--- config.mk ---
export PLATFORM = sky130hd
export DESIGN_NAME = cpsb_status_word
export DESIGN_NICKNAME = d
export VERILOG_FILES = /design/src/include/cpsb_pkg.sv /design/src/hw/cpsb_flag_calc.sv /design/src/hw/cpsb_addr_map.sv /design/src/hw/cpsb_status_word.sv
export SDC_FILE = /design/constraint.sdc
export NUM_CORES = 1
export LEC_CHECK = 0
export BUFFER_PORTS_ARGS = -buffer_cell sky130_fd_sc_hd__buf_2
export CELL_PAD_IN_SITES_DETAIL_PLACEMENT = 1
export CELL_PAD_IN_SITES_GLOBAL_PLACEMENT = 1
export CORE_MARGIN = 10
export CORE_UTILIZATION = 35
export CTS_CLUSTER_SIZE = 8
export DETAILED_ROUTE_END_ITERATION = 10
export PLACE_DENSITY = 0.95
export SLEW_MARGIN = 10
export SYNTH_ARGS = -nofsm -noshare
export SYNTH_HDL_FRONTEND = slang
export SYNTH_SLANG_ARGS = --single-unit
--- constraint.sdc ---
create_clock -name clock -period 5.7 [get_ports clock]
set_input_delay 1.71 -clock clock [delete_from_list [all_inputs] [get_ports clock]]
set_output_delay 1.71 -clock clock [all_outputs]
set_load 0.02 [all_outputs]
--- src/include/cpsb_pkg.sv ---
/*
  Package for the status word and bank addressing block: field positions,
  reset values, address windows and the carrier structs.
  Assumes a single machine clock and 8-bit data operations.
*/
package cpsb_pkg;

  localparam int          SW_W          = 16;
  localparam int          BANK_HI       = 15;
  localparam int          BANK_LO       = 11;
  localparam int          DWIN_HI       = 10;
  localparam int          DWIN_LO       = 8;
  localparam int          FLAG_HALF     = 7;
  localparam int          FLAG_IEN      = 6;
  localparam int          FLAG_LVL_HI   = 5;
  localparam int          FLAG_LVL_LO   = 4;
  localparam int          FLAG_NEG      = 3;
  localparam int          FLAG_ZERO     = 2;
  localparam int          FLAG_OVF      = 1;
  localparam int          FLAG_CARRY    = 0;
  localparam logic [4:0]  BANK_RST      = 5'h00;
  localparam logic [2:0]  DWIN_RST      = 3'h0;
  localparam logic [7:0]  FLAGS_RST     = 8'h30;
  localparam logic [1:0]  LVL_RST       = 2'h3;
  localparam logic [15:0] MIRROR_ADDR   = 16'h0078;
  localparam logic [7:0]  GREG_PAGE     = 8'h01;
  localparam logic [15:0] GREG_BASE     = 16'h0100;
  localparam logic [15:0] GREG_TOP      = 16'h01FF;
  localparam logic [15:0] DIR_FIXED_TOP = 16'h007F;
  localparam logic [15:0] DIR_WIN_BASE  = 16'h0080;

  // Flag update request from the execution datapath
  typedef struct packed {
    logic       valid;
    logic       is_shift;
    logic       shift_out;
    logic       is_sub;
    logic [7:0] opa;
    logic [7:0] opb;
    logic       cin;
  } cpsb_alu_req_t;

  // Mirror address port access
  typedef struct packed {
    logic        wr;
    logic [15:0] addr;
    logic [7:0]  wdata;
  } cpsb_mirror_req_t;

endpackage : cpsb_pkg

--- src/hw/cpsb_flag_calc.sv ---
/*
  Flag calculator: derives half carry, negative, zero, overflow and
  carry for an 8-bit add or subtract, or a shift carry-out.
  Assumes operands are stable in the cycle the request is valid.
*/
`timescale 1ns/1ps
module cpsb_flag_calc
  import cpsb_pkg::*;
(
  input  cpsb_pkg::cpsb_alu_req_t req,
  output logic [7:0]               result,
  output logic [4:0]               flags
);
  logic [8:0] full;
  logic [4:0] low;
  logic [7:0] b_eff;

  always_comb begin
    b_eff = req.is_sub ? ~req.opb : req.opb;
    // Subtract as a + ~b + ~borrow keeps one adder
    full  = {1'b0, req.opa} + {1'b0, b_eff}
            + {8'h00, req.is_sub ^ req.cin};
    low   = {1'b0, req.opa[3:0]} + {1'b0, b_eff[3:0]}
            + {4'h0, req.is_sub ^ req.cin};
    result = full[7:0];
    flags[4] = low[4] ^ req.is_sub;
    flags[3] = full[7];
    flags[2] = (full[7:0] == 8'h00);
    flags[1] = (req.opa[7] == b_eff[7]) && (full[7] != req.opa[7]);
    flags[0] = req.is_shift ? req.shift_out : (full[8] ^ req.is_sub);
  end
endmodule : cpsb_flag_calc

--- src/hw/cpsb_addr_map.sv ---
/*
  Address translation: general register and direct operand addresses.
  Assumes the bank and window selectors come from the status word.
*/
`timescale 1ns/1ps
module cpsb_addr_map
  import cpsb_pkg::*;
(
  input  logic [4:0]  bank,
  input  logic [2:0]  dwin,
  input  logic [2:0]  reg_idx,
  input  logic [7:0]  dir_op,
  output logic [15:0] greg_addr,
  output logic [15:0] dir_addr
);
  always_comb begin
    greg_addr = {GREG_PAGE, bank, reg_idx};
    if (dir_op[7] == 1'b0) begin
      dir_addr = {8'h00, dir_op};
    end else begin
      // Window 0 lands on 0x80, each step adds 128 bytes
      dir_addr = DIR_WIN_BASE + {6'h00, dwin, dir_op[6:0]};
    end
  end
endmodule : cpsb_addr_map

--- src/hw/cpsb_status_word.sv ---
/*
  Status word of the CPU core: bank selector, direct window selector and
  condition flags, with address translation and interrupt gating.
  Assumes the decoder presents at most one write source per cycle and
  handles byte ordering of memory cycles through the helper outputs.
*/
`timescale 1ns/1ps
module cpsb_status_word
  import cpsb_pkg::*;
(
  input  logic                        clock,
  input  logic                        reset_n,
  input  logic                        clk_en,
  input  logic                        sw_wr,
  input  logic [15:0]                 sw_wdata,
  input  cpsb_pkg::cpsb_mirror_req_t  mirror,
  input  cpsb_pkg::cpsb_alu_req_t     alu,
  input  logic                        irq_enable_instruction,
  input  logic                        irq_disable_instruction,
  input  logic                        lvl_wr,
  input  logic [1:0]                  lvl_wdata,
  input  logic [2:0]                  reg_idx,
  input  logic [7:0]                  dir_op,
  input  logic                        irq_req,
  input  logic [1:0]                  irq_req_level,
  input  logic [15:0]                 word_in,
  input  logic [7:0]                  byte_hi_in,
  input  logic [7:0]                  byte_lo_in,
  output logic [15:0]                 status_word_ff,
  output logic [7:0]                  mirror_rdata_ff,
  output logic                        mirror_hit_ff,
  output logic [15:0]                 greg_addr_ff,
  output logic [15:0]                 dir_addr_ff,
  output logic [7:0]                  alu_result_ff,
  output logic                        irq_accept_ff,
  output logic [7:0]                  mem_byte_lo_addr_ff,
  output logic [7:0]                  mem_byte_hi_addr_ff,
  output logic [15:0]                 word_joined_ff
);
  import cpsb_pkg::*;

  logic [4:0]  bank_selector_ff;
  logic [2:0]  direct_window_selector_ff;
  logic [7:0]  condition_flags_byte_ff;
  logic [7:0]  calc_result;
  logic [4:0]  calc_flags;
  logic [15:0] nxt_greg_addr;
  logic [15:0] nxt_dir_addr;
  logic        mirror_sel;
  logic [15:0] nxt_status_word;

  cpsb_flag_calc u_flag_calc (
    .req    (alu),
    .result (calc_result),
    .flags  (calc_flags)
  );

  cpsb_addr_map u_addr_map (
    .bank      (bank_selector_ff),
    .dwin      (direct_window_selector_ff),
    .reg_idx   (reg_idx),
    .dir_op    (dir_op),
    .greg_addr (nxt_greg_addr),
    .dir_addr  (nxt_dir_addr)
  );

  assign mirror_sel = (mirror.addr == MIRROR_ADDR);

  // Selectors: whole word write first, mirror write otherwise
  always_ff @(posedge clock) begin
    if (!reset_n) begin
      bank_selector_ff          <= BANK_RST;
      direct_window_selector_ff <= DWIN_RST;
    end else if (clk_en) begin
      if (sw_wr) begin
        bank_selector_ff          <= sw_wdata[BANK_HI:BANK_LO];
        direct_window_selector_ff <= sw_wdata[DWIN_HI:DWIN_LO];
      end else if (mirror.wr && mirror_sel) begin
        // Mirror write leaves the level bits alone
        bank_selector_ff          <= mirror.wdata[7:3];
        direct_window_selector_ff <= mirror.wdata[2:0];
      end
    end
  end

  // Flags byte: no mirror path, only word write, datapath events, interrupt enable/disable instructions or level write
  always_ff @(posedge clock) begin
    if (!reset_n) begin
      condition_flags_byte_ff <= FLAGS_RST;
    end else if (clk_en) begin
      if (sw_wr) begin
        condition_flags_byte_ff <= sw_wdata[7:0];
      end else begin
        if (alu.valid) begin
          condition_flags_byte_ff[FLAG_HALF]  <= calc_flags[4];
          condition_flags_byte_ff[FLAG_NEG]   <= calc_flags[3];
          condition_flags_byte_ff[FLAG_ZERO]  <= calc_flags[2];
          condition_flags_byte_ff[FLAG_OVF]   <= calc_flags[1];
          condition_flags_byte_ff[FLAG_CARRY] <= calc_flags[0];
        end
        // Set wins if both instructions are somehow decoded together
        if (irq_enable_instruction) begin
          condition_flags_byte_ff[FLAG_IEN] <= 1'b1;
        end else if (irq_disable_instruction) begin
          condition_flags_byte_ff[FLAG_IEN] <= 1'b0;
        end
        if (lvl_wr) begin
          condition_flags_byte_ff[FLAG_LVL_HI:FLAG_LVL_LO] <= lvl_wdata;
        end
      end
    end
  end

  always_comb begin
    nxt_status_word = {bank_selector_ff, direct_window_selector_ff,
                       condition_flags_byte_ff};
  end

  // Registered views of the word and the mirror
  always_ff @(posedge clock) begin
    if (!reset_n) begin
      status_word_ff  <= {BANK_RST, DWIN_RST, FLAGS_RST};
      mirror_rdata_ff <= 8'h00;
      mirror_hit_ff   <= 1'b0;
    end else if (clk_en) begin
      status_word_ff  <= nxt_status_word;
      mirror_rdata_ff <= {bank_selector_ff,
                          direct_window_selector_ff};
      mirror_hit_ff   <= mirror_sel;
    end
  end

  // Translated addresses, one cycle after selector and operand
  always_ff @(posedge clock) begin
    if (!reset_n) begin
      greg_addr_ff <= GREG_BASE;
      dir_addr_ff  <= 16'h0000;
    end else if (clk_en) begin
      greg_addr_ff <= nxt_greg_addr;
      dir_addr_ff  <= nxt_dir_addr;
    end
  end

  always_ff @(posedge clock) begin
    if (!reset_n) begin
      alu_result_ff <= 8'h00;
    end else if (clk_en && alu.valid) begin
      alu_result_ff <= calc_result;
    end
  end

  // Strict less-than: level 0 in the word blocks every request
  always_ff @(posedge clock) begin
    if (!reset_n) begin
      irq_accept_ff <= 1'b0;
    end else if (clk_en) begin
      irq_accept_ff <= irq_req && condition_flags_byte_ff[FLAG_IEN]
        && (irq_req_level <
            condition_flags_byte_ff[FLAG_LVL_HI:FLAG_LVL_LO]);
    end
  end

  // Big-endian: high byte goes to the lower address
  always_ff @(posedge clock) begin
    if (!reset_n) begin
      mem_byte_lo_addr_ff <= 8'h00;
      mem_byte_hi_addr_ff <= 8'h00;
      word_joined_ff      <= 16'h0000;
    end else if (clk_en) begin
      mem_byte_lo_addr_ff <= word_in[15:8];
      mem_byte_hi_addr_ff <= word_in[7:0];
      word_joined_ff      <= {byte_hi_in, byte_lo_in};
    end
  end

endmodule : cpsb_status_word

==> results.txt <==
----------------------------------------------------
[Timing]
  Final hold violation count ... 0
  Pin slew with the least headroom to its limit ... roughly 0.84 ns
  Largest clock skew in the final design ... 0.003104 ns
  Final setup violation count ... 0
  Shortest period the worst path allows ... 4.225 ns
  Peak Freq ... 236.7 MHz
  Setup TNS after final layout ... 0 ns
  Hold WS ... 0.4573 ns
  Setup repair after global routing missed its margin ... false
  Final Cycle Share ... 0.7413
  Worst rel slew slack ... 0.4377
  Slew Viols, Final ... 0

[Floorplan]
  Top-level I/O count ... 215
  Die Width ... roughly 130 um
  Number of core rows ... 40
  Vertical die dimension ... between 100 and 150 um
  Die Area ... 16840 um^2
  Core Region ... 11910 um^2
  Effective utilization at floorplan ... 0.3541

[Layout]
  Post-route design area ... 5454 um^2
  Area Growth Syn to Fin ... 29.31%
  Final #Nets ... 757
  Filler cell count ... ~1400
  Antenna fix cells ... 0
  Share of final-layout standard cells stronger than drive strength 1 ... 0.3623

[Synth]
  Post-synth EDFFs ... 0
  Area fraction in and, or, nand and nor cells after synthesis ... 0.1480
  Per-instance average area after synthesis ... 9.209 um^2
  Synth async-reset ratio ... 0
  Largest family of logic cells by synthesized area ... multiplexers
  Largest area contributor in the netlist ... sky130_fd_sc_hd__dfxtp_1
  Top cell type's share of synthesized area ... 0.4177
  Register area share after synthesis ... 0.4177
  Top cells by instance count after synthesis ... sky130_fd_sc_hd__dfxtp_1, sky130_fd_sc_hd__nor2_1, sky130_fd_sc_hd__mux2i_1, sky130_fd_sc_hd__buf_4, sky130_fd_sc_hd__nand2_1
  Post-Syn Area ... 4218 um^2
  Synth warn ... 0
  Xor and xnor fraction of the mapped netlist area ... 0.02492
  Synth Area in Compound Gates ... 0.1219
  Dominant cells by area after synthesis ... sky130_fd_sc_hd__dfxtp_1, sky130_fd_sc_hd__mux2i_1, sky130_fd_sc_hd__nor2_1, sky130_fd_sc_hd__buf_4, sky130_fd_sc_hd__ha_1
  Adder-cell share of the synthesized area ... 0.03916
  Mux share of post-synthesis cell area ... 0.1637
  Most repeated cell in the gate-level netlist after synthesis ... sky130_fd_sc_hd__dfxtp_1
  Number of different library cells in the post-synthesis netlist ... 58
  Mapped Cells ... 458
  Main flop type after synthesis ... sky130_fd_sc_hd__dfxtp_1
  Register bit total from synthesis ... 88

[Worst setup path]
  CP Max Fanout ... 13
  Startpoint types ... input pin
  Beginning of the critical path ... alu[17]
  Worst r2r src ... condition_flags_byte_ff[5]
  WS Path Type ... in -> reg
  Reg-to-reg slack, setup ... 4.59 ns
  Required time reported for the critical path endpoint ... 5.94 ns
  Arrival time of the worst setup path ... about 4.5 ns
  Depth of the worst register-to-register path ... 6
  Setup crit end kind ... flop
  Destination of the worst register-to-register timing path ... irq_accept_ff

[Hold path]
  Startpoint of the most critical hold path ... alu_result_ff[3]
  Worst hold stages ... 2
  Worst min-delay path category ... reg -> reg
  Worst Hold Endpoint ... alu_result_ff[3]

[CTS]
  Clock slew seen by the registers of the worst setup and hold paths ... about 0.060 ns
  Setup fix buffers added after clock tree synthesis ... 0
  Number of sinks handled by clock tree synthesis ... 88
  CTS tree ... built
  Hold_buf cts ... 0
  CTS root buf ... sky130_fd_sc_hd__clkbuf_16
  Htree depth ... 3
  Clock buffer depth ... 2
  Worst skew pair latency ... 0.34 ns
  Post-CTS sizing ... 0
  CTS Buf Count ... 9

[Routing]
  Antenna viol nets, final ... 0
  Vias per inst ... 5.098
  Vias post-DR ... 3971
  Drt first pass iters ... 4
  Routed WL ... approximately 15000 um
  Number of violations reported at the end of detailed-routing iteration 0 ... 177
  Routed WL per cell ... 18.96 um
  Number of remaining DRC errors ... 0

[Pwr]
  Power per unit of standard cell area ... 295.7 nW/um^2
  Largest vdd supply drop ... 113.6 uV
  Static leakage ... ~2.8 nW
  Final total power ... 1.613 mW

[Place]
  Placed Instance Area ... 5147 um^2
  Estimated wirelength of the detail-placed design ... roughly 12000 um
  Port-buffer cells ... 201
  Routability Congestion ... 0.8720

[GRT]
  Maximum number of pins on one net before global-route repair ... 79
  Aggregate global routing overflow ... 0
  Total global-route track usage ... 0.1695
  Via count of the first global-routing pass ... 4379
  Number of antenna violations at the first check in global routing ... 0
  Wire length of the first global-routing pass ... 22550 um

[Outcome]
  Run status ... finished clean

[Job]
  Maximum capacitance violations ... 0

----------------------------------------------------
per-layer routing:
| metal | vias up | wire, um | global-route usage |
|---|---|---|---|
| li1 | 1880 | - | - |
| met1 | 1883 | 5319 | 0.1667 |
| met2 | 172 | 7769 | 0.3169 |
| met3 | 36 | 1240 | 0.05233 |
| met4 | 0 | 444 | 0.08003 |
| met5 | - | 0 | 0 |
registers in the layout, summed over array words and instances (netlist names):
| name | flops |
|---|---|
| dir_addr_ff | 11 |
| status_word_ff | 16 |
| condition_flags_byte_ff | 8 |
| irq_accept_ff | 1 |
| direct_window_selector_ff | 3 |
| mem_byte_lo_addr_ff | 8 |
| mirror_hit_ff | 1 |
| word_joined_ff | 16 |
| bank_selector_ff | 5 |
| mem_byte_hi_addr_ff | 8 |
| greg_addr_ff | 3 |
| alu_result_ff | 8 |
critical path, stage by stage:
cell and delay (ns):
sky130_fd_sc_hd__buf_2 0.30, sky130_fd_sc_hd__xnor2_1 0.16, sky130_fd_sc_hd__fa_1 0.49, sky130_fd_sc_hd__fa_1 0.54, sky130_fd_sc_hd__nand2_1 0.07, sky130_fd_sc_hd__a2111oi_0 0.46, sky130_fd_sc_hd__o21ai_0 0.17, sky130_fd_sc_hd__or3_1 0.34
sky130_fd_sc_hd__o41ai_1 0.22
worst max-delay path by stage:
stage	cells past startpoint	to	slack, ns
finish	9	condition_flags_byte_ff[2]	1.47
global route	9	condition_flags_byte_ff[2]	1.18
CTS	9	condition_flags_byte_ff[2]	1.46
detailed placement	9	condition_flags_byte_ff[2]	1.09
global placement	9	condition_flags_byte_ff[2]	1.37
floorplan	9	condition_flags_byte_ff[2]	1.38
cell families after synthesis:
| logic type | after synthesis |
|---|---|
| compound gates | 74 |
| xor+xnor | 12 |
| fa+ha+maj | 12 |
| buf+inv | 63 |
| flops | 88 |
| mux | 69 |
| other cells | 2 |
| simple gates | 138 |
where the power goes:
group / switching [mW] / internal [mW] / leakage, nW
clock network: 0.243 / 0.362 / 0.144
registers: 0.0226 / 0.652 / 0.724
logic: 0.202 / 0.131 / 1.91
area by class of cell:
class | instances | area, um^2 | area share
inverters | 8 | 30.03 | 0.005506
multi-input cells | 318 | 2148 | 0.3939
flip-flops and latches | 88 | 1762 | 0.3230
repair buffers | 203 | 1023 | 0.1877
clock buffers | 11 | 252.7 | 0.04634
clock inverters | 4 | 53.80 | 0.009865
well taps | 147 | 183.9 | 0.03372
per-stage QoR:
step / util / setup WS, ns / cells
after floorplan: - / 1.380 / 469
after global placement: 0.4321 / 1.368 / 764
after detailed placement: 0.4321 / 1.090 / 764
after CTS: 0.4579 / 1.464 / 779
after global routing: 0.4579 / 1.182 / 779
final: 0.4579 / 1.475 / 779
cells in the final DEF, fill, tap and decap left out, types with 3 or more instances in the layout:
cell type / count
sky130_fd_sc_hd__ha_1: 10
sky130_fd_sc_hd__nor3_1: 7
sky130_fd_sc_hd__inv_2: 3
sky130_fd_sc_hd__a21oi_1: 19
sky130_fd_sc_hd__dfxtp_1: 88
sky130_fd_sc_hd__clkbuf_16: 9
sky130_fd_sc_hd__conb_1: 13
sky130_fd_sc_hd__xor2_1: 10
sky130_fd_sc_hd__buf_4: 3
sky130_fd_sc_hd__buf_2: 200
sky130_fd_sc_hd__mux2i_1: 69
sky130_fd_sc_hd__a211oi_1: 8
sky130_fd_sc_hd__inv_1: 5
sky130_fd_sc_hd__nand2b_1: 4
sky130_fd_sc_hd__a22oi_1: 3
sky130_fd_sc_hd__o21ai_1: 7
sky130_fd_sc_hd__nand2_1: 25
sky130_fd_sc_hd__nor2_1: 78
sky130_fd_sc_hd__nand3_1: 7
sky130_fd_sc_hd__o21ai_0: 5
sky130_fd_sc_hd__o211ai_1: 7
(Power assumes the default switching activity.)
